===== config.mk =====
export PLATFORM = sky130hd
export DESIGN_NAME = reset_source_control
export DESIGN_NICKNAME = d
export VERILOG_FILES = /design/src/reset_source_pkg.sv /design/src/delay_count_if.sv /design/src/delay_counter.sv /design/src/reset_source_control.sv
export SDC_FILE = /design/constraint.sdc
export NUM_CORES = 1
export LEC_CHECK = 0
export ABC_AREA = 1
export BUFFER_PORTS_ARGS = -buffer_cell sky130_fd_sc_hd__buf_2
export CAP_MARGIN = 20
export CORE_ASPECT_RATIO = 2
export CORE_UTILIZATION = 50
export DETAILED_ROUTE_END_ITERATION = 10
export HOLD_SLACK_MARGIN = 0.1
export PLACE_DENSITY_LB_ADDON = 0.15
export SETUP_SLACK_MARGIN = 0.02
export SYNTH_ARGS = -nofsm -noshare
export SYNTH_HDL_FRONTEND = slang
export SYNTH_SLANG_ARGS = --single-unit

===== constraint.sdc =====
create_clock -name ref_clk_i -period 2.8 [get_ports ref_clk_i]
set_input_delay 0.14 -clock ref_clk_i [delete_from_list [all_inputs] [get_ports ref_clk_i]]
set_output_delay 0.14 -clock ref_clk_i [all_outputs]
set_load 0.01 [all_outputs]

===== src/reset_source_pkg.sv =====
// Package: register map, field layout, reset values and timing counts for reset source control
package reset_source_pkg;

    localparam logic [7:0] GUARD_NOP_A = 8'h55;
    localparam logic [7:0] GUARD_NOP_B = 8'hAA;
    localparam logic [7:0] GUARD_WORD_POR = 8'h55;
    localparam logic [7:0] THRESH_POR = 8'h55;
    localparam logic [7:0] THRESH_2V10 = 8'h55;
    localparam logic [7:0] THRESH_2V55 = 8'h33;
    localparam logic [7:0] THRESH_3V15 = 8'h99;
    localparam logic [7:0] THRESH_3V80 = 8'hAA;
    localparam logic [4:0] WDG_DISABLE = 5'h15;
    localparam logic [4:0] WDG_ENABLE = 5'h0A;
    localparam logic [7:0] WDG_CTRL_POR = 8'h53;

    localparam int FLAG_WATCHDOG_GUARD = 0;
    localparam int FLAG_THRESH_CORRUPT = 1;
    localparam int FLAG_LOW_VOLTAGE = 2;
    localparam int FLAG_GUARD_WORD = 3;
    localparam int STAT_TIMEOUT = 0;
    localparam int STAT_POWER_DOWN = 1;
    localparam int IRQ_GUARD_WORD = 0;
    localparam int IRQ_THRESH = 1;
    localparam int IRQ_WATCHDOG_GUARD = 2;
    localparam int IRQ_LOW_VOLTAGE = 3;
    localparam int IRQ_WDT_TIMEOUT = 4;
    localparam int IRQ_BITS = 5;

    localparam logic [7:0] OFF_GUARD_WORD = 8'h00;
    localparam logic [7:0] OFF_CAUSE_FLAGS = 8'h04;
    localparam logic [7:0] OFF_THRESH_SEL = 8'h08;
    localparam logic [7:0] OFF_WDG_CTRL = 8'h0C;
    localparam logic [7:0] OFF_STATUS = 8'h10;
    localparam logic [7:0] OFF_IRQ_STATUS = 8'h14;
    localparam logic [7:0] OFF_IRQ_MASK = 8'h18;

    localparam int CLK_MHZ = 100;
    localparam int SRESET_DELAY_US = 50;
    localparam int LV_QUALIFY_US = 100;
    localparam int SRESET_CYCLES = SRESET_DELAY_US * CLK_MHZ;
    localparam int LV_QUALIFY_CYCLES = LV_QUALIFY_US * CLK_MHZ;
    localparam int RESET_PULSE_CYCLES = 4;

    typedef enum logic [1:0] {
        RST_NONE = 2'b00,
        RST_FULL = 2'b01,
        RST_CORE = 2'b11
    } reset_kind_t;

endpackage


===== src/delay_count_if.sv =====
// Interface: start/expire handshake between the sequencer and its delay counter
`timescale 1ns/1ps
`default_nettype none
interface delay_count_if;
    logic run;
    logic expired;
    modport ctrl (output run, input expired);
    modport timer (input run, output expired);
endinterface
`default_nettype wire


===== src/delay_counter.sv =====
// Delay counter: counts while run is high, restarts when run drops
`timescale 1ns/1ps
`default_nettype none
module delay_counter #(
    parameter int CYCLES = 5000
) (
    input wire logic ref_clk_i,
    input wire logic rst_b_i,
    input wire logic clk_en_i,
    delay_count_if.timer dc
);
    localparam int W = $clog2(CYCLES + 1);
    localparam logic [W-1:0] LAST = W'(CYCLES - 1);
    logic [W-1:0] cnt_r;
    logic done_r;

    always_ff @(posedge ref_clk_i or negedge rst_b_i) begin
        if (!rst_b_i) begin
            cnt_r <= '0;
            done_r <= 1'b0;
        end else if (clk_en_i) begin
            if (!dc.run) begin
                cnt_r <= '0;
                done_r <= 1'b0;
            end else if (!done_r) begin
                done_r <= (cnt_r == LAST);
                cnt_r <= cnt_r + W'(1);
            end
        end
    end
    assign dc.expired = done_r;
endmodule
`default_nettype wire


===== src/reset_source_control.sv =====
// Reset source control: guard words, threshold selector, cause flags and reset effects
`timescale 1ns/1ps
`default_nettype none
// Summary of operation
// - Guard word 0x55 or 0xAA is idle; any other value resets the device after the software delay.
// - A guard-word triggered reset sets cause flag bit 3.
// - Cause flags are set only by their event and cleared only by software writing zero.
// - Cause flag bits 7 to 4 always read zero.
// - Low supply must persist past the qualification time to reset and set the low-voltage flag.
// - Selector codes 0x55, 0x33, 0x99, 0xAA pick 2.1V, 2.55V, 3.15V and 3.8V thresholds.
// - An undefined selector resets after the delay, sets its flag and reloads the power-on value.
// - A genuine low-voltage reset keeps the selector contents.
// - Low voltage reset is off in SLEEP or IDLE mode.
// - The selector powers up at 0x55.
// - A watchdog time-out in FAST or SLOW mode is a full reset that also sets the time-out flag.
// - A watchdog time-out in SLEEP or IDLE only clears PC and SP and sets the time-out and power-down flags.
// - Power-on clears TO and POWER_DOWN_STATUS_FLAG; LOW_VOLTAGE_RESET keeps both; normal timeout sets TO; low-power timeout sets both.
// - Power-on zeroes PC, disables interrupts, clears watchdog, stops timers, inputs ports, tops stack.
// - Watchdog guard 0x15 disables, 0x0A enables; other values reset after the delay and set a flag.
// - The guard word powers up at 0x55.
module reset_source_control #(
    parameter int SRESET_CYCLES = reset_source_pkg::SRESET_CYCLES,
    parameter int LV_QUALIFY_CYCLES = reset_source_pkg::LV_QUALIFY_CYCLES
) (
    input wire logic ref_clk_i,
    input wire logic rst_b_i,
    input wire logic clk_en_i,
    input wire logic psel,
    input wire logic penable,
    input wire logic pwrite,
    input wire logic [7:0] paddr,
    input wire logic [31:0] pwdata,
    output logic [31:0] prdata,
    output logic pready,
    output logic pslverr,
    input wire logic low_supply_i,
    input wire logic low_power_mode_i,
    input wire logic wdt_timeout_i,
    input wire logic power_down_set_i,
    output logic [1:0] threshold_level_o,
    output logic low_voltage_enable_o,
    output logic watchdog_enable_o,
    output logic full_reset_o,
    output logic core_reset_o,
    output logic irq_o
);
    ////////////////////////////////////////////////////////////////////////////
    // Pin synchronisers
    logic [1:0] lv_sync_r, to_sync_r;
    logic lv_s, to_s, to_prev_r;
    always_ff @(posedge ref_clk_i or negedge rst_b_i) begin
        if (!rst_b_i) begin
            lv_sync_r <= 2'b00;
            to_sync_r <= 2'b00;
        end else if (clk_en_i) begin
            lv_sync_r <= {lv_sync_r[0], low_supply_i};
            to_sync_r <= {to_sync_r[0], wdt_timeout_i};
        end
    end
    assign lv_s = lv_sync_r[1];
    assign to_s = to_sync_r[1];

    ////////////////////////////////////////////////////////////////////////////
    // Registers
    logic [7:0] guard_r, thresh_r, wdg_r;
    logic [3:0] cause_r;
    logic [1:0] stat_r;
    logic [reset_source_pkg::IRQ_BITS-1:0] irq_stat_r, irq_mask_r;
    logic [3:0] pulse_r;
    reset_source_pkg::reset_kind_t kind_r;

    wire acc = psel && penable;
    wire wr = acc && pwrite;
    wire sel_guard = paddr == reset_source_pkg::OFF_GUARD_WORD;
    wire sel_cause = paddr == reset_source_pkg::OFF_CAUSE_FLAGS;
    wire sel_thresh = paddr == reset_source_pkg::OFF_THRESH_SEL;
    wire sel_wdg = paddr == reset_source_pkg::OFF_WDG_CTRL;
    wire sel_stat = paddr == reset_source_pkg::OFF_STATUS;
    wire sel_istat = paddr == reset_source_pkg::OFF_IRQ_STATUS;
    wire sel_imask = paddr == reset_source_pkg::OFF_IRQ_MASK;
    wire mapped = sel_guard | sel_cause | sel_thresh | sel_wdg | sel_stat | sel_istat | sel_imask;

    ////////////////////////////////////////////////////////////////////////////
    // Guard decoding
    wire guard_bad = (guard_r != reset_source_pkg::GUARD_NOP_A)
                   && (guard_r != reset_source_pkg::GUARD_NOP_B);
    wire thresh_bad = !(thresh_r == reset_source_pkg::THRESH_2V10
                     || thresh_r == reset_source_pkg::THRESH_2V55
                     || thresh_r == reset_source_pkg::THRESH_3V15
                     || thresh_r == reset_source_pkg::THRESH_3V80);
    wire wdg_bad = (wdg_r[7:3] != reset_source_pkg::WDG_DISABLE)
                 && (wdg_r[7:3] != reset_source_pkg::WDG_ENABLE);
    wire any_bad = guard_bad | thresh_bad | wdg_bad;
    wire lv_watch = lv_s && !low_power_mode_i;
    wire pulse_busy = pulse_r != 4'h0;

    delay_count_if sw_dc();
    delay_count_if lv_dc();
    assign sw_dc.run = any_bad && !pulse_busy;
    assign lv_dc.run = lv_watch && !pulse_busy;

    delay_counter #(.CYCLES(SRESET_CYCLES)) u_sw_delay (
        .ref_clk_i(ref_clk_i),
        .rst_b_i(rst_b_i),
        .clk_en_i(clk_en_i),
        .dc(sw_dc)
    );
    delay_counter #(.CYCLES(LV_QUALIFY_CYCLES)) u_lv_delay (
        .ref_clk_i(ref_clk_i),
        .rst_b_i(rst_b_i),
        .clk_en_i(clk_en_i),
        .dc(lv_dc)
    );

    // A value repaired in the very cycle the delay expires no longer fires, so no flagless reset
    wire sw_fire = sw_dc.expired && any_bad && !pulse_busy;
    wire lv_fire = lv_dc.expired && !pulse_busy;
    wire to_rise = to_s && !to_prev_r;
    wire to_full = to_rise && !low_power_mode_i && !pulse_busy;
    wire to_core = to_rise && low_power_mode_i && !pulse_busy;
    wire full_fire = sw_fire | lv_fire | to_full;

    ////////////////////////////////////////////////////////////////////////////
    // Next values
    logic [3:0] cause_set, cause_nxt;
    logic [reset_source_pkg::IRQ_BITS-1:0] irq_set, irq_nxt;
    assign cause_set[reset_source_pkg::FLAG_GUARD_WORD] = sw_fire && guard_bad;
    assign cause_set[reset_source_pkg::FLAG_LOW_VOLTAGE] = lv_fire;
    assign cause_set[reset_source_pkg::FLAG_THRESH_CORRUPT] = sw_fire && thresh_bad;
    assign cause_set[reset_source_pkg::FLAG_WATCHDOG_GUARD] = sw_fire && wdg_bad;
    // Set wins over a software clear in the same cycle
    assign cause_nxt = ((wr && sel_cause) ? (cause_r & pwdata[3:0]) : cause_r)
                     | cause_set;
    assign irq_set = {to_rise && !pulse_busy, lv_fire, sw_fire && wdg_bad,
                      sw_fire && thresh_bad, sw_fire && guard_bad};
    assign irq_nxt = ((wr && sel_istat) ? (irq_stat_r & ~pwdata[4:0]) : irq_stat_r) | irq_set;

    always_ff @(posedge ref_clk_i or negedge rst_b_i) begin
        if (!rst_b_i) begin
            guard_r <= reset_source_pkg::GUARD_WORD_POR;
            thresh_r <= reset_source_pkg::THRESH_POR;
            wdg_r <= reset_source_pkg::WDG_CTRL_POR;
            cause_r <= 4'h0;
            stat_r <= 2'b00;
            irq_stat_r <= '0;
            irq_mask_r <= '0;
            to_prev_r <= 1'b0;
        end else if (clk_en_i) begin
            to_prev_r <= to_s;
            cause_r <= cause_nxt;
            irq_stat_r <= irq_nxt;
            if (wr && sel_imask) begin
                irq_mask_r <= pwdata[4:0];
            end
            if (full_fire) begin
                // Full reset reloads guard registers; a plain LOW_VOLTAGE_RESET keeps the selector
                guard_r <= reset_source_pkg::GUARD_WORD_POR;
                wdg_r <= reset_source_pkg::WDG_CTRL_POR;
                if (sw_fire && thresh_bad) begin
                    thresh_r <= reset_source_pkg::THRESH_POR;
                end
            end else begin
                if (wr && sel_guard) begin
                    guard_r <= pwdata[7:0];
                end
                if (wr && sel_thresh) begin
                    thresh_r <= pwdata[7:0];
                end
                if (wr && sel_wdg) begin
                    wdg_r <= pwdata[7:0];
                end
            end
            if (to_full) begin
                stat_r[reset_source_pkg::STAT_TIMEOUT] <= 1'b1;
            end else if (to_core) begin
                stat_r <= 2'b11;
            end else if (power_down_set_i) begin
                stat_r[reset_source_pkg::STAT_POWER_DOWN] <= 1'b1;
            end else if (wr && sel_stat) begin
                stat_r <= pwdata[1:0];
            end
        end
    end

    ////////////////////////////////////////////////////////////////////////////
    // Reset pulse generation
    always_ff @(posedge ref_clk_i or negedge rst_b_i) begin
        if (!rst_b_i) begin
            pulse_r <= 4'(reset_source_pkg::RESET_PULSE_CYCLES);
            kind_r <= reset_source_pkg::RST_FULL;
        end else if (clk_en_i) begin
            if (full_fire) begin
                pulse_r <= 4'(reset_source_pkg::RESET_PULSE_CYCLES);
                kind_r <= reset_source_pkg::RST_FULL;
            end else if (to_core) begin
                pulse_r <= 4'(reset_source_pkg::RESET_PULSE_CYCLES);
                kind_r <= reset_source_pkg::RST_CORE;
            end else if (pulse_busy) begin
                pulse_r <= pulse_r - 4'h1;
            end else begin
                kind_r <= reset_source_pkg::RST_NONE;
            end
        end
    end
    // Full reset drives PC, interrupts, timers, ports and stack in the core
    assign full_reset_o = pulse_busy && (kind_r == reset_source_pkg::RST_FULL);
    assign core_reset_o = pulse_busy;

    ////////////////////////////////////////////////////////////////////////////
    // Outputs and bus read
    assign threshold_level_o = (thresh_r == reset_source_pkg::THRESH_2V55) ? 2'h1 :
                               (thresh_r == reset_source_pkg::THRESH_3V15) ? 2'h2 :
                               (thresh_r == reset_source_pkg::THRESH_3V80) ? 2'h3 : 2'h0;
    assign low_voltage_enable_o = !low_power_mode_i;
    assign watchdog_enable_o = wdg_r[7:3] == reset_source_pkg::WDG_ENABLE;
    assign irq_o = |(irq_stat_r & irq_mask_r);
    assign pready = 1'b1;
    assign pslverr = acc && !mapped;

    wire [31:0] rd_mux = sel_guard ? {24'h0, guard_r} :
                         sel_cause ? {28'h0, cause_r} :
                         sel_thresh ? {24'h0, thresh_r} :
                         sel_wdg ? {24'h0, wdg_r} :
                         sel_stat ? {30'h0, stat_r} :
                         sel_istat ? {27'h0, irq_stat_r} :
                         sel_imask ? {27'h0, irq_mask_r} : 32'h0;
    always_ff @(posedge ref_clk_i or negedge rst_b_i) begin
        if (!rst_b_i) begin
            prdata <= 32'h0;
        end else if (clk_en_i && psel && !penable && !pwrite) begin
            prdata <= rd_mux;
        end
    end

    ////////////////////////////////////////////////////////////////////////////
    // Assertions
    AST_GUARD_NOP: assert property (@(posedge ref_clk_i) disable iff (!rst_b_i)
        (guard_r == 8'h55 || guard_r == 8'hAA) |-> !guard_bad)
        else $error("valid guard word flagged bad");
    AST_GUARD_FLAG: assert property (@(posedge ref_clk_i) disable iff (!rst_b_i)
        (clk_en_i && sw_fire && guard_bad) |=> cause_r[3] && full_reset_o)
        else $error("guard word reset did not set flag");
    AST_FLAG_STICKY: assert property (@(posedge ref_clk_i) disable iff (!rst_b_i)
        (clk_en_i && cause_r[2] && !(wr && sel_cause)) |=> cause_r[2])
        else $error("cause flag cleared without write");
    AST_UPPER_ZERO: assert property (@(posedge ref_clk_i) disable iff (!rst_b_i)
        (psel && penable && !pwrite && sel_cause) |-> prdata[31:4] == 28'h0)
        else $error("upper cause bits not zero");
    AST_LV_QUALIFY: assert property (@(posedge ref_clk_i) disable iff (!rst_b_i)
        $rose(cause_r[2]) |-> $past(lv_dc.expired))
        else $error("low voltage flag without qualification");
    AST_THRESH_DEC: assert property (@(posedge ref_clk_i) disable iff (!rst_b_i)
        thresh_r == 8'h99 |-> threshold_level_o == 2'h2)
        else $error("threshold decode wrong");
    AST_THRESH_RELOAD: assert property (@(posedge ref_clk_i) disable iff (!rst_b_i)
        (clk_en_i && sw_fire && thresh_bad) |=> thresh_r == 8'h55 && cause_r[1])
        else $error("corrupt selector not reloaded");
    AST_LV_KEEP: assert property (@(posedge ref_clk_i) disable iff (!rst_b_i)
        (clk_en_i && lv_fire && !sw_fire && !wr) |=> $stable(thresh_r))
        else $error("selector changed by low voltage reset");
    AST_LV_SLEEP: assert property (@(posedge ref_clk_i) disable iff (!rst_b_i)
        low_power_mode_i |-> !lv_dc.run)
        else $error("low voltage active in low power");
    AST_CORE_ONLY: assert property (@(posedge ref_clk_i) disable iff (!rst_b_i)
        (clk_en_i && to_core && !full_fire) |=> core_reset_o && !full_reset_o && stat_r == 2'b11)
        else $error("low power timeout effect wrong");
    AST_TO_FULL: assert property (@(posedge ref_clk_i) disable iff (!rst_b_i)
        (clk_en_i && to_full) |=> full_reset_o && stat_r[0])
        else $error("normal timeout effect wrong");
    COV_GUARD: cover property (@(posedge ref_clk_i) disable iff (!rst_b_i) sw_fire && guard_bad);
    COV_LV: cover property (@(posedge ref_clk_i) disable iff (!rst_b_i) lv_fire);
    COV_CORE: cover property (@(posedge ref_clk_i) disable iff (!rst_b_i) to_core);
endmodule
`default_nettype wire


==> impl_metrics.py <==
metrics = {
    "routing": {
        "ant_nets": 0,
        "first_iter_violations": 336,
        "wl_met1_microns": 4980,
        "maxUsedRoutingLayer": "met4",
        "dr_wl_met3_microns": 376,
        "viasPerCell": 5.17,
        "wl_per_cell_microns": 15.0,
        "num_vias": 4675,
        "drt-pass1-iter-count": 5,
        "drt-total-wl_microns": 13600,
        "drcViolationCount": 0,
        "met2WireLength_microns": 7510,
    },
    "global_route": {
        "grt_usage": 0.267,
        "antenna_found_initial": 0,
        "grt_pass1_wl_microns": 21700,
        "overflow": 0,
        "grt_start_max_net_pins": 60,
        "grt_pass1_vias": 4586,
    },
    "placement": {
        "dp_slack_ns": 0.617,
        "portBuffers": 41,
        "hpwlAfterDp_microns": 10400,
        "gp_congestion": 0.963,
    },
    "sta": {
        "fmax_mhz": 447,
        "hold_viol_final": 0,
        "min_period_over_period": 0.799,
        "rsz0062_at_grt": "false",
        "period_minus_slack_ns": 2.24,
        "setup_viol": 0,
        "worst_slack_ns": 0.564,
        "tightest_slew_ns": 0.768,
        "slew_violations": 0,
        "fin_setup_tns_ns": 0,
        "relSlewSlack": 0.488,
        "final.setup_skew_ns": 0.00820,
    },
    "clock_tree": {
        "cts.sinks": 88,
        "clk_pin_slew_worst_paths_ns": 0.07,
        "cts-root-buf": "clkbuf_16",
        "cts_setup_buffers": 0,
        "cts_hold_buffers": 7,
        "clk_latency_ns": 0.34,
        "clock_path_buffers": 2,
        "htree_levels": 3,
        "cts_buffers": 9,
        "cts_tree": "built",
        "ctsResizeCount": 0,
    },
    "setup_path": {
        "cp.required_ns": 3.08,
        "slowest_delay_ns": 0.50,
        "arrival_ns": 2.52,
        "crit_start": "pulse_r[0]",
        "critPathKind": "flip-flop to flip-flop",
        "r2r-end": "wdg_r[7]",
        "critPathLaunchType": "flip-flop",
        "endpoint": "wdg_r[7]",
        "reg2reg_depth": 9,
        "ff2ff_setup_slack_ns": 0.56,
        "end_kind": "flip-flop",
        "path_max_fanout": 10,
        "crit_top_cell": "nand2_1",
        "crit_slowest_cell": "a21oi_2",
        "path_cells": "inv_1 -> ha_1 -> nand2_2 -> inv_2 -> a21oi_2 -> nand2_4 -> nor2_1 -> nand2_1 -> nand2_1",
        "r2r-start": "pulse_r[0]",
    },
    "layout": {
        "drive_gt1_frac": 0.140,
        "syn_to_final_growth_pct": 11.7,
        "fill_cells": 1004,
        "diodes": 0,
        "nNetsFinal": 818,
    },
    "logic_synthesis": {
        "synth_cell_types": 39,
        "synth-edff-count": 0,
        "syn_avg_cell_area_sq_um": 7.29,
        "yosysMostFrequentCell": "nand2_1",
        "netlist_area_sq_mm": 0.00521,
        "async_reset_ff_frac": 1.00,
        "ys_seq_area_frac": 0.426,
        "synth_ff_type": "dfrtp_1",
        "synth.area.top_cells": "dfrtp_1 36%, nand2_1 16%, dfstp_2 7.1%",
        "yosys-top-cells-count": "217 x nand2_1, 81 x inv_1, 74 x dfrtp_1",
        "syn_inst": 715,
        "synth_top_cell_by_area": "dfrtp_1",
        "yosys_warnings": 0,
        "synth_top_area_frac": 0.355,
        "ys_ff_latch": 88,
    },
    "floorplan": {
        "num_rows": 52,
        "die_area_sq_mm": 0.0109,
        "fp.dieW_microns": 74.2,
        "die_h_microns": 146,
        "coreArea_sq_mm": 0.0101,
        "ios": 91,
        "start_util": 0.514,
    },
    "status": {
        "status": "finished, final reports clean",
    },
    "power": {
        "p_total_mw": 3.48,
        "power.density_mw_per_mm2": 597,
        "leakage_nw": 2.98,
        "peakVddDrop_mv": 0.358,
    },
    "flow_run": {
        "max_cap_viol_count": 0,
    },
    "worst_hold_path": {
        "hold_class": "primary input to flip-flop",
    },
}
report_power, final:
part           switching (mW)  total (mW)  internal (mW)
Combinational           0.472       0.716          0.245
Clock                   0.540        1.18          0.637
Sequential              0.110        1.58           1.47
Total                    1.12        3.48           2.36
layout make-up:
type                    count  area, sq um  area share
multi-input cells         525         2500       0.429
flip-flops and latches     88         2220       0.381
inverters                  89          334      0.0574
repair buffers             51          313      0.0537
clock buffers              10          239      0.0410
well taps                 135          169      0.0290
clock inverters             6         51.3     0.00881
layer usage:
metal,vias up,track usage
met2,130,0.486
met5,-,0
met3,40,0.0393
met1,2180,0.275
met4,0,0.154
li1,2325,-
worst max-delay path, delay by kind of cell, from the launching register on:
family / cells / cell delay, ns
adders and majority gates: 1 / 0.20
AOI/OAI and AO/OA: 1 / 0.50
buffers and inverters: 2 / 0.22
and+or+nand+nor: 5 / 0.89
DFF: 1 / 0.36
cell families after synthesis:
kind of cell | count (synthesis) | synth area share
AND/OR/NAND/NOR | 400 | 0.338
buffers and inverters | 125 | 0.112
flip-flops | 88 | 0.426
AO/OA/AOI/OAI | 77 | 0.0814
XOR/XNOR | 19 | 0.0319
adder cells (fa/ha/maj) | 4 | 0.00960
other | 2 | 0.00144
state kept, by name (all words and copies together) (netlist names):
signal	count
cause_r	4
guard_r	8
irq_mask_r	5
irq_stat_r	5
kind_r	2
lv_sync_r	2
prdata	8
pulse_r	4
stat_r	2
thresh_r	8
to_prev_r	1
to_sync_r	2
u_lv_delay.cnt_r	14
u_lv_delay.dc.expired	1
u_sw_delay.cnt_r	13
u_sw_delay.dc.expired	1
wdg_r	8
how the worst min path moves through the flow:
stage,startpoint,end,slack [ns],depth (start not counted)
5_1_grt,power_down_set_i,stat_r[1],0.13,3
3_3_place_gp,rst_b_i,irq_mask_r[2],0.26,1
4_1_cts,pwdata[1],cause_r[1],0.11,3
6_report,pwdata[1],cause_r[1],0.13,3
2_1_floorplan,rst_b_i,cause_r[0],-0.16,0
3_5_place_dp,rst_b_i,prdata[2],0.27,1
per-stage QoR:
step	instances	instance area (sq um)	hold WS (ns)	util
finish	904	5820	0.133	0.574
floorplan	738	5300	-0.156	-
detailed placement	881	5460	0.267	0.538
CTS	904	5820	0.109	0.574
global placement	881	5460	0.262	0.538
global route	904	5820	0.135	0.574
placed cells by master (no fill, tap or decap), types with 2 or more instances in the layout:
master         count
dfstp_2           14
o21ai_1            3
nand3_4            3
nor2_1            65
buf_2             40
buf_4              3
clkinv_4           3
nand2_1          217
conb_1            25
nand2_2            7
or2_2              2
nand4_1            5
ha_1               4
dlygate4sd3_1      7
o21ai_0           38
inv_6              2
a31oi_1            4
nand3_2            3
dfrtp_1           74
clkbuf_16          9
nor2_2             6
nor3_1            17
a21oi_1           20
inv_2              7
xor2_1            18
inv_1             81
nand2_4            3
nand3_1           63
a21oi_2            2
o31ai_1            6
nor4_1             5
Note: power is estimated with default switching activity, not from simulation.
